## src/core/dimc_pkg.sv

```systemverilog
// Shared constants, enumerations and carriers for the drive input macro control block
package dimc_pkg;

  // ----------------------------------------------------------------
  // Timing
  // ----------------------------------------------------------------
  localparam int CLK_HZ = 50_000_000;
  localparam int DEBOUNCE_TIME_US = 1000;
  localparam int DEBOUNCE_CYCLES = (CLK_HZ / 1_000_000) * DEBOUNCE_TIME_US;

  // ----------------------------------------------------------------
  // Speed reference
  // ----------------------------------------------------------------
  localparam int SPEED_W = 16;
  localparam int PRESET_COUNT = 4;
  localparam logic [SPEED_W-1:0] SPEED_MAX = 16'hffff;
  localparam logic [SPEED_W-1:0] SPEED_RESET = 16'h0000;

  // ----------------------------------------------------------------
  // Modes and states
  // ----------------------------------------------------------------
  typedef enum logic [2:0] {
    SRC_TERMINAL = 3'h0,
    SRC_KEYPAD = 3'h1,
    SRC_MODBUS = 3'h2,
    SRC_CANOPEN = 3'h3,
    SRC_MASTER = 3'h4
  } dimc_src_e;

  typedef enum logic [1:0] {
    START_LEVEL_RUN = 2'h0,
    START_LEVEL_FWD_REV = 2'h1,
    START_MOMENTARY = 2'h2
  } dimc_start_e;

  typedef enum logic [2:0] {
    REF_ANALOG_IN1 = 3'h0,
    REF_ANALOG_IN2 = 3'h1,
    REF_PRESET = 3'h2,
    REF_KEYPAD = 3'h3,
    REF_FIELDBUS = 3'h4,
    REF_PI = 3'h5,
    REF_STEP = 3'h6
  } dimc_ref_e;

  typedef enum logic [2:0] {
    AFMT_V0_10 = 3'h0,
    AFMT_MA0_20 = 3'h1,
    AFMT_MA4_20 = 3'h2,
    AFMT_PTC = 3'h3
  } dimc_afmt_e;

  // Gray order along idle, run, fast stop, trip
  typedef enum logic [1:0] {
    ST_IDLE = 2'b00,
    ST_RUN = 2'b01,
    ST_FAST = 2'b11,
    ST_TRIP = 2'b10
  } dimc_state_e;

  // ----------------------------------------------------------------
  // Carriers
  // ----------------------------------------------------------------
  typedef struct packed {
    logic stop_nc;
    logic run;
    logic dir_rev;
    logic run_fwd;
    logic run_rev;
    logic start_no;
    logic start_pair_a;
    logic start_pair_b;
    logic start_fwd;
    logic start_rev;
    logic fast_stop_nc;
    logic fast_pair_a;
    logic fast_pair_b;
    logic ext_trip_nc;
    logic fire_mode;
    logic speed_step_up_input;
    logic speed_step_down_input;
    logic [1:0] preset_sel;
  } dimc_term_s;

  typedef struct packed {
    dimc_src_e src;
    dimc_start_e start_mode;
    dimc_ref_e ref_src;
    dimc_afmt_e ain1_fmt;
    dimc_afmt_e ain2_fmt;
    logic keypad_autostart;
    logic pi_feedback_input_from_ain2;
  } dimc_cfg_s;

  typedef struct packed {
    logic [SPEED_W-1:0] analog_in1;
    logic [SPEED_W-1:0] analog_in2;
    logic [SPEED_W-1:0] keypad_speed_reference;
    logic [SPEED_W-1:0] fb_modbus;
    logic [SPEED_W-1:0] fb_canopen;
    logic [SPEED_W-1:0] fb_master;
    logic [SPEED_W-1:0] pi_control_reference;
    logic [PRESET_COUNT-1:0][SPEED_W-1:0] preset_speed_reference;
  } dimc_refs_s;

endpackage

```

## src/core/dimc_debounce.sv

```systemverilog
// Two-stage synchroniser and per-bit debounce filter for terminal inputs
`timescale 1ns/1ps
`default_nettype none

module dimc_debounce #(
  parameter int W = 8,
  parameter int CNT = 16
) (
  input wire logic clk,
  input wire logic rst_n,
  input wire logic [W-1:0] raw,
  output logic [W-1:0] stable
);

  localparam int CW = $clog2(CNT + 1);
  localparam logic [CW-1:0] CNT_LAST = CW'(CNT - 1);

  logic [W-1:0] sync1;
  logic [W-1:0] sync2;

  always_ff @(posedge clk or negedge rst_n)
  begin
    if (!rst_n)
    begin
      sync1 <= '0;
      sync2 <= '0;
    end
    else
    begin
      sync1 <= raw;
      sync2 <= sync1;
    end
  end

  // Bounce shorter than CNT cycles never reaches the decoder
  for (genvar i = 0; i < W; i++)
  begin : g_bit
    logic [CW-1:0] cnt;
    always_ff @(posedge clk or negedge rst_n)
    begin
      if (!rst_n)
      begin
        cnt <= '0;
        stable[i] <= 1'b0;
      end
      else if (sync2[i] == stable[i])
        cnt <= '0;
      else if (cnt == CNT_LAST)
      begin
        cnt <= '0;
        stable[i] <= sync2[i];
      end
      else
        cnt <= cnt + 1'b1;
    end
  end

endmodule
`default_nettype wire

```

## src/core/dimc_top.sv

```systemverilog
// Control-terminal input decoding, run state and speed reference selection
`timescale 1ns/1ps
`default_nettype none

module dimc_top #(
  parameter int DEBOUNCE_CYCLES = dimc_pkg::DEBOUNCE_CYCLES
) (
  input wire logic clk,
  input wire logic rst_n,
  input wire dimc_pkg::dimc_term_s term_raw,
  input wire dimc_pkg::dimc_cfg_s cfg,
  input wire dimc_pkg::dimc_refs_s refs,
  input wire logic keypad_start,
  input wire logic keypad_stop,
  input wire logic fieldbus_start,
  input wire logic fieldbus_stop,
  input wire logic remote_reverse,
  input wire logic trip_reset,
  output logic run_cmd,
  output logic reverse_cmd,
  output logic fast_stop_cmd,
  output logic trip_active,
  output logic external_trip_indication,
  output logic thermistor_trip_indication,
  output logic fire_mode_active,
  output logic [dimc_pkg::SPEED_W-1:0] speed_ref,
  output logic [dimc_pkg::SPEED_W-1:0] pi_feedback_input,
  output dimc_pkg::dimc_afmt_e ain1_format,
  output dimc_pkg::dimc_afmt_e ain2_format
);

  // ----------------------------------------------------------------
  // Input conditioning
  // ----------------------------------------------------------------
  dimc_pkg::dimc_term_s db;
  dimc_pkg::dimc_term_s db_q;
  dimc_pkg::dimc_term_s rise;
  dimc_pkg::dimc_term_s fall;

  dimc_debounce #(
    .W($bits(dimc_pkg::dimc_term_s)),
    .CNT(DEBOUNCE_CYCLES)
  ) u_debounce (
    .clk(clk),
    .rst_n(rst_n),
    .raw(term_raw),
    .stable(db)
  );

  always_ff @(posedge clk or negedge rst_n)
  begin
    if (!rst_n)
      db_q <= '0;
    else
      db_q <= db;
  end

  assign rise = db & ~db_q;
  assign fall = ~db & db_q;

  // ----------------------------------------------------------------
  // Mode decode
  // ----------------------------------------------------------------
  wire logic term_mode = (cfg.src == dimc_pkg::SRC_TERMINAL);
  wire logic keypad_mode = (cfg.src == dimc_pkg::SRC_KEYPAD);
  wire logic bus_mode = !term_mode && !keypad_mode;
  wire logic lvl_run = term_mode && (cfg.start_mode == dimc_pkg::START_LEVEL_RUN);
  wire logic lvl_fr = term_mode && (cfg.start_mode == dimc_pkg::START_LEVEL_FWD_REV);
  wire logic mom = term_mode && !lvl_run && !lvl_fr;
  // Stop contact doubles as the hardware enable outside terminal mode
  wire logic enable = db.stop_nc;

  // ----------------------------------------------------------------
  // Events
  // ----------------------------------------------------------------
  // Trip on contact opening
  wire logic trip_ev = fall.ext_trip_nc;
  wire logic fast_pair = db.fast_pair_a && db.fast_pair_b
                         && (rise.fast_pair_a || rise.fast_pair_b);
  wire logic fast_ev = fall.fast_stop_nc || fast_pair;
  wire logic stop_pulse = (keypad_mode && keypad_stop) || (bus_mode && fieldbus_stop);
  // Open stop or any stop event blocks running
  // Stop contact opening falls under the open-stop term
  wire logic block = !db.stop_nc || fast_ev || trip_ev || stop_pulse;

  wire logic pair_start = db.start_pair_a && db.start_pair_b
                          && (rise.start_pair_a || rise.start_pair_b);
  wire logic mom_start = rise.start_no || pair_start || rise.start_fwd || rise.start_rev;
  // Exactly one of forward or reverse closed
  wire logic fr_go = db.run_fwd ^ db.run_rev;
  // Enable alone starts only with autostart set
  wire logic kp_go = enable && (cfg.keypad_autostart || keypad_start);
  // Fieldbus start needs enable already present
  wire logic bus_go = enable && fieldbus_start;

  wire logic level_start = lvl_run || lvl_fr || (keypad_mode && cfg.keypad_autostart);
  wire logic start_req = lvl_run ? db.run :
                         lvl_fr ? fr_go :
                         mom ? mom_start :
                         keypad_mode ? kp_go : bus_go;
  // Level modes keep running only while closed
  wire logic hold = (lvl_run || lvl_fr) ? start_req : 1'b1;

  // ----------------------------------------------------------------
  // Run state
  // ----------------------------------------------------------------
  dimc_pkg::dimc_state_e state;
  dimc_pkg::dimc_state_e next_state;

  // Stop and trip terms checked before start
  always_comb
  begin
    next_state = state;
    case (state)
      dimc_pkg::ST_IDLE:
        if (trip_ev)
          next_state = dimc_pkg::ST_TRIP;
        else if (!block && start_req)
          next_state = dimc_pkg::ST_RUN;
      dimc_pkg::ST_RUN:
        if (trip_ev)
          next_state = dimc_pkg::ST_TRIP;
        else if (fast_ev)
          next_state = dimc_pkg::ST_FAST;
        else if (block || !hold)
          next_state = dimc_pkg::ST_IDLE;
      dimc_pkg::ST_FAST:
        if (trip_ev)
          next_state = dimc_pkg::ST_TRIP;
        else if (level_start)
        begin
          // Level start must be released before another run
          if (!start_req)
            next_state = dimc_pkg::ST_IDLE;
        end
        else if (!block && start_req)
          next_state = dimc_pkg::ST_RUN;
      dimc_pkg::ST_TRIP:
        if (trip_reset && db.ext_trip_nc && !trip_ev)
          next_state = dimc_pkg::ST_IDLE;
      default:
        next_state = dimc_pkg::ST_IDLE;
    endcase
  end

  always_ff @(posedge clk or negedge rst_n)
  begin
    if (!rst_n)
      state <= dimc_pkg::ST_IDLE;
    else
      state <= next_state;
  end

  assign run_cmd = (state == dimc_pkg::ST_RUN);
  assign fast_stop_cmd = (state == dimc_pkg::ST_FAST);
  assign trip_active = (state == dimc_pkg::ST_TRIP);

  // ----------------------------------------------------------------
  // Direction
  // ----------------------------------------------------------------
  logic next_reverse;

  always_comb
  begin
    next_reverse = reverse_cmd;
    if (lvl_run)
      next_reverse = db.dir_rev;
    // Direction from the closed run input
    else if (lvl_fr && fr_go)
      next_reverse = db.run_rev;
    else if (mom && rise.start_rev)
      next_reverse = 1'b1;
    else if (mom && rise.start_fwd)
      next_reverse = 1'b0;
    else if (!term_mode && state != dimc_pkg::ST_RUN && start_req)
      next_reverse = remote_reverse;
  end

  always_ff @(posedge clk or negedge rst_n)
  begin
    if (!rst_n)
      reverse_cmd <= 1'b0;
    else
      reverse_cmd <= next_reverse;
  end

  // ----------------------------------------------------------------
  // Trip indication
  // ----------------------------------------------------------------
  logic trip_ptc;
  wire logic ptc_sel = (cfg.ain2_fmt == dimc_pkg::AFMT_PTC);

  // Indication kind caught at the trip edge
  always_ff @(posedge clk or negedge rst_n)
  begin
    if (!rst_n)
      trip_ptc <= 1'b0;
    else if (trip_ev)
      trip_ptc <= ptc_sel;
  end

  assign external_trip_indication = trip_active && !trip_ptc;
  assign thermistor_trip_indication = trip_active && trip_ptc;

  // ----------------------------------------------------------------
  // Speed step reference
  // ----------------------------------------------------------------
  // Saturating step; coincident up and down edges cancel
  function automatic logic [dimc_pkg::SPEED_W-1:0] step_apply(
    input logic [dimc_pkg::SPEED_W-1:0] cur,
    input logic [dimc_pkg::SPEED_W-1:0] step,
    input logic up,
    input logic dn
  );
    logic [dimc_pkg::SPEED_W:0] sum;
    sum = {1'b0, cur} + {1'b0, step};
    if (up && !dn)
      step_apply = sum[dimc_pkg::SPEED_W] ? dimc_pkg::SPEED_MAX : sum[dimc_pkg::SPEED_W-1:0];
    else if (dn && !up)
      step_apply = (cur >= step) ? cur - step : dimc_pkg::SPEED_RESET;
    else
      step_apply = cur;
  endfunction

  logic [dimc_pkg::SPEED_W-1:0] step_ref;
  wire logic [dimc_pkg::SPEED_W-1:0] step_size = refs.preset_speed_reference[0];

  // Step by the first preset on each edge
  always_ff @(posedge clk or negedge rst_n)
  begin
    if (!rst_n)
      step_ref <= dimc_pkg::SPEED_RESET;
    else
      step_ref <= step_apply(step_ref, step_size,
                             rise.speed_step_up_input, rise.speed_step_down_input);
  end

  // ----------------------------------------------------------------
  // Reference selection
  // ----------------------------------------------------------------
  // Preset picked by the two select inputs
  wire logic [dimc_pkg::SPEED_W-1:0] preset_ref = refs.preset_speed_reference[db.preset_sel];
  // Fieldbus source follows the control source
  wire logic [dimc_pkg::SPEED_W-1:0] fieldbus_speed_reference =
    (cfg.src == dimc_pkg::SRC_CANOPEN) ? refs.fb_canopen :
    (cfg.src == dimc_pkg::SRC_MASTER) ? refs.fb_master : refs.fb_modbus;
  logic [dimc_pkg::SPEED_W-1:0] next_speed_ref;

  always_comb
  begin
    case (cfg.ref_src)
      dimc_pkg::REF_ANALOG_IN1: next_speed_ref = refs.analog_in1;
      dimc_pkg::REF_ANALOG_IN2: next_speed_ref = refs.analog_in2;
      dimc_pkg::REF_PRESET: next_speed_ref = preset_ref;
      dimc_pkg::REF_KEYPAD: next_speed_ref = refs.keypad_speed_reference;
      dimc_pkg::REF_FIELDBUS: next_speed_ref = fieldbus_speed_reference;
      dimc_pkg::REF_PI: next_speed_ref = refs.pi_control_reference;
      dimc_pkg::REF_STEP: next_speed_ref = step_ref;
      default: next_speed_ref = dimc_pkg::SPEED_RESET;
    endcase
  end

  always_ff @(posedge clk or negedge rst_n)
  begin
    if (!rst_n)
    begin
      speed_ref <= dimc_pkg::SPEED_RESET;
      pi_feedback_input <= dimc_pkg::SPEED_RESET;
      ain1_format <= dimc_pkg::AFMT_V0_10;
      ain2_format <= dimc_pkg::AFMT_V0_10;
      fire_mode_active <= 1'b0;
    end
    else
    begin
      speed_ref <= next_speed_ref;
      // Feedback from the chosen analog input
      pi_feedback_input <= cfg.pi_feedback_input_from_ain2 ? refs.analog_in2 : refs.analog_in1;
      ain1_format <= cfg.ain1_fmt;
      ain2_format <= cfg.ain2_fmt;
      fire_mode_active <= db.fire_mode;
    end
  end

  wire logic calm = !fast_ev && !trip_ev;
  // A fast stop or trip right after start may end the run legally
  wire logic run_ok = lvl_run && db.run && db.stop_nc && calm;
  wire logic idle = (state == dimc_pkg::ST_IDLE);
endmodule
`default_nettype wire

```

## config.mk

```make
export PLATFORM = sky130hd
export DESIGN_NAME = dimc_top
export DESIGN_NICKNAME = d
export VERILOG_FILES = /design/src/core/dimc_pkg.sv /design/src/core/dimc_debounce.sv /design/src/core/dimc_top.sv
export SDC_FILE = /design/constraint.sdc
export NUM_CORES = 1
export LEC_CHECK = 0
export ABC_AREA = 1
export BUFFER_PORTS_ARGS = -buffer_cell sky130_fd_sc_hd__clkbuf_2
export CORE_ASPECT_RATIO = 2
export CORE_MARGIN = 5
export CORE_UTILIZATION = 59
export DETAILED_ROUTE_END_ITERATION = 8
export PLACE_DENSITY = 0.86
export RECOVER_POWER = 25
export SYNTH_ARGS = -nofsm -noshare
export SYNTH_HDL_FRONTEND = slang
export SYNTH_SLANG_ARGS = --single-unit
```

## constraint.sdc

```tcl
create_clock -name clk -period 2.4 [get_ports clk]
set_input_delay 0.48 -clock clk [delete_from_list [all_inputs] [get_ports clk]]
set_output_delay 0.48 -clock clk [all_outputs]
set_load 0.01 [all_outputs]
```

==> metrics.txt <==
max-slew violation count 33; cell depth of the worst min-delay path 1; class of the worst hold path in -> reg; first-pass iteration count of the detailed router 8; average footprint of a synthesized cell 8.185 sq um; cell taking the most area after synthesis sky130_fd_sc_hd__dfrtp_1; DRC violations left 0; Synth-to-Final Area Change 16.66%; buffer type at the clock tree root sky130_fd_sc_hd__clkbuf_16; count of standard-cell rows 103; startpoint type of the worst setup path register; hold violation total from the final report 0; Worst-Margin Slew 1.579 ns; mean number of vias per cell 5.648; result of the run finished with violations; busiest layer in global routing met2; clock-pin slew on the worst setup and hold paths 0.07 ns; Mapped Cells 2839; Die Span Y 290.7 microns; clock tree buffer depth 3; Hold WS 0.02717 ns; count of unique library cells instantiated by Yosys 56; largest net degree at the start of global routing 79; static leakage power 12.39 nW; critical path's slowest cell sky130_fd_sc_hd__dfrtp_1; first-pass GRT wire length 101700 microns; GR Util met1 0.3759; crit path max fanout 7; total vias in the final route 21120; ANT nets after route 0; Power Density 583.0 nW/um^2; DRC violation total after the first TritonRoute iteration 1758; net count after synthesis 3112; area of the multi-input gates 10850 sq um; number of cells on the worst reg-to-reg path 12; remaining max-slew budget at the tightest pin -0.05255; Finished Cell Area 27110 sq um; clock sinks 431; CP endpoint kind register; highest ir drop seen on vdd 0.0007163 V; diode insertion count for antenna repair 0; clock buffer count from CTS 39; Worst Path Buf+Inv 2; Port-buffer cells 263; layout cells sized above 1 0.1723; TritonCTS clock tree built; Sequential Area 10790 sq um; placed wire-length estimate after detailed placement 49050 microns; vias in the first global route 20500; Seq/Total Area, Yosys 0.4641; dominant cell type by count on the critical path sky130_fd_sc_hd__nand2_2; cell-by-cell listing of the critical path inv_1 -> fa_1 -> nor2_1 -> nand2_1 -> nand2_2 -> nand3_2 -> nand2_2 -> nand2_2 -> nand3_4 -> a21oi_4 -> buf_4 -> a31oi_1; violated checks max-capacitance violations, max-slew violations; category of the most critical setup path reg -> reg; TNS Setup 0 ns; Top-Level Pins 264; period utilization 0.9620; Initial Util 0.5932; setup clock skew after layout 0.02678 ns; core outline area 39180 sq um; Critical Path Stages 12; most used cells in the layout excluding fill and tap cells sky130_fd_sc_hd__nand2_1 (443), sky130_fd_sc_hd__dfrtp_1 (431), sky130_fd_sc_hd__inv_1 (376); total of fill cells in the finished design 3132; Achievable Freq 433.1 MHz; clock period minus final worst setup slack 2.309 ns; M2 GR Usage 0.4720; cell area after synthesis 23240 sq um; Detailed Route WL 63840 microns; required time of the critical path 2.85 ns; # H-tree levels 2; worst skew pair latency 0.56 ns; post-place instance area 25710 sq um; yosys warns 0; RSZ-0062 raised after global routing yes; Total Die Area 43700 sq um; WL/cell 17.07 microns; met3 track demand over resource in global routing 0.05336; max cap viols 1; Seq cells post-synth 431; final setup violation count 0; Largest delay share family, worst path simple AND/OR/NAND/NOR gates; most frequent standard cell in the layout excluding fill and tap cells sky130_fd_sc_hd__nand2_1; largest stage delay on the critical path 0.51 ns; Horiz. Die Dim 150.3 microns; final weighted congestion of routability-driven global placement 0.9858; antenna violations before repair 2; global routing usage summed across all routing layers 0.2871; nets@finish 3459; total gr overflow 0; Area contributors post-synth sky130_fd_sc_hd__dfrtp_1 (46%), sky130_fd_sc_hd__nand2_1 (7.2%), sky130_fd_sc_hd__inv_1 (6.1%); area fraction of the dominant cell type after synthesis 0.4641; utilization of the core after routing 0.6920; arrival time worst endpoint 2.76 ns
==> metal layers <==
metal,wire length (microns),vias to the layer above,part of all wire
met5,25,-,0.00039
li1,-,10150,-
met1,25680,9947,0.40
met3,5124,162,0.080
met2,30450,865,0.48
met4,2568,4,0.040
==> repair_timing <==
| action | CTS | global route |
|---|---|---|
| gates resized for setup | 0 | 3 |
| hold buffers | 1 | 0 |
| endpoints found under the setup margin | 0 | 7 |
| buffers inserted | 0 | 2 |
| hold endpoints to repair | 36 | 0 |
==> flip-flops by register name (all words and copies together) (netlist names), 2 cells and up <==
signal	flops
step_ref	16
state	2
speed_ref	16
u_debounce.sync2	19
u_debounce.stable	19
db_q	11
ain2_format	3
pi_feedback_input	16
ain1_format	3
u_debounce.sync1	19
u_debounce.g_bit.cnt	304
==> Yosys cell counts (all sizes together) <==
| cell type | number |
|---|---|
| nand2 | 455 |
| dfrtp | 431 |
| nor2 | 387 |
| inv | 383 |
| nand3 | 204 |
| a21oi | 185 |
| o21ai | 174 |
| nor3 | 122 |
| nand4 | 98 |
| xor2 | 76 |
| ha | 52 |
| nor4 | 45 |
| nor3b | 36 |
| xnor2 | 30 |
| mux2 | 25 |
| clkbuf | 23 |
| buf | 17 |
| a221oi | 15 |
| a22oi | 14 |
| a31oi | 10 |
| or2 | 9 |
| and3 | 7 |
| o21a | 7 |
| a211oi | 6 |
| and2 | 5 |
| nand3b | 5 |
| o21bai | 5 |
| clkinv | 2 |
| fa | 2 |
| o31ai | 2 |
| a21boi | 1 |
| a21o | 1 |
| o2111ai | 1 |
| o211a | 1 |
| o22ai | 1 |
| o41ai | 1 |
| or4 | 1 |
==> per-stage QoR <==
stage / total power, W / setup WS, ns / instances
final: 0.01581 / 0.09123 / 3740
after global routing: 0.01635 / -0.007448 / 3740
after CTS: 0.01589 / 0.1116 / 3738
after detailed placement: 0.009136 / -0.03097 / 3667
after global placement: 0.009107 / 0.004052 / 3667
after floorplan: 0.008361 / 0.3280 / 2839
==> cell families (layout without fill, tap and decap cells) <==
group,after synthesis,count (layout),share of synthesized area
AND/OR/NAND/NOR,1374,1374,0.2828
flip-flops,431,431,0.4641
buffers and inverters,425,801,0.07075
AO/OA/AOI/OAI,424,424,0.1005
XOR/XNOR,106,106,0.03995
adder cells (fa/ha/maj),54,54,0.02972
multiplexers,25,25,0.01211
==> power breakdown <==
part / switching, W / internal [W]
Combinational: 0.000914 / 0.000550
Clock: 0.00291 / 0.00387
Sequential: 0.000116 / 0.00744
==> worst register-to-register path, cell delays in order (launching register included) <==
cell and delay [ns]:
sky130_fd_sc_hd__dfrtp_1 0.51, sky130_fd_sc_hd__inv_1 0.16, sky130_fd_sc_hd__fa_1 0.45, sky130_fd_sc_hd__nor2_1 0.14
sky130_fd_sc_hd__nand2_1 0.09, sky130_fd_sc_hd__nand2_2 0.12, sky130_fd_sc_hd__nand3_2 0.08, sky130_fd_sc_hd__nand2_2 0.08
sky130_fd_sc_hd__nand2_2 0.06, sky130_fd_sc_hd__nand3_4 0.10, sky130_fd_sc_hd__a21oi_4 0.11, sky130_fd_sc_hd__buf_4 0.17
sky130_fd_sc_hd__a31oi_1 0.16
==> final cells by class <==
class | instances | share of cell area
clock inverters | 22 | 0.01172
multi-input cells | 1983 | 0.4003
inverters | 385 | 0.05349
flip-flops and latches | 431 | 0.3978
repair buffers | 346 | 0.07301
clock buffers | 48 | 0.03946
well taps | 525 | 0.02423
==> path summary, 6_finish.rpt <==
check,startpoint,to,slack [ns]
worst max register to register,step_ref[1],step_ref[5],0.09
min in group asynchronous,rst_n,pi_feedback_input[8],0.77
worst max-delay path,step_ref[1],step_ref[5],0.09
worst min register to register,u_debounce.sync1[14],u_debounce.sync2[14],0.35
max in group asynchronous,rst_n,u_debounce.g_bit[0].cnt[1],0.50
worst min-delay path,term_raw[13],u_debounce.sync1[13],0.03
No activity file was read; power rests on OpenSTA's default activity.
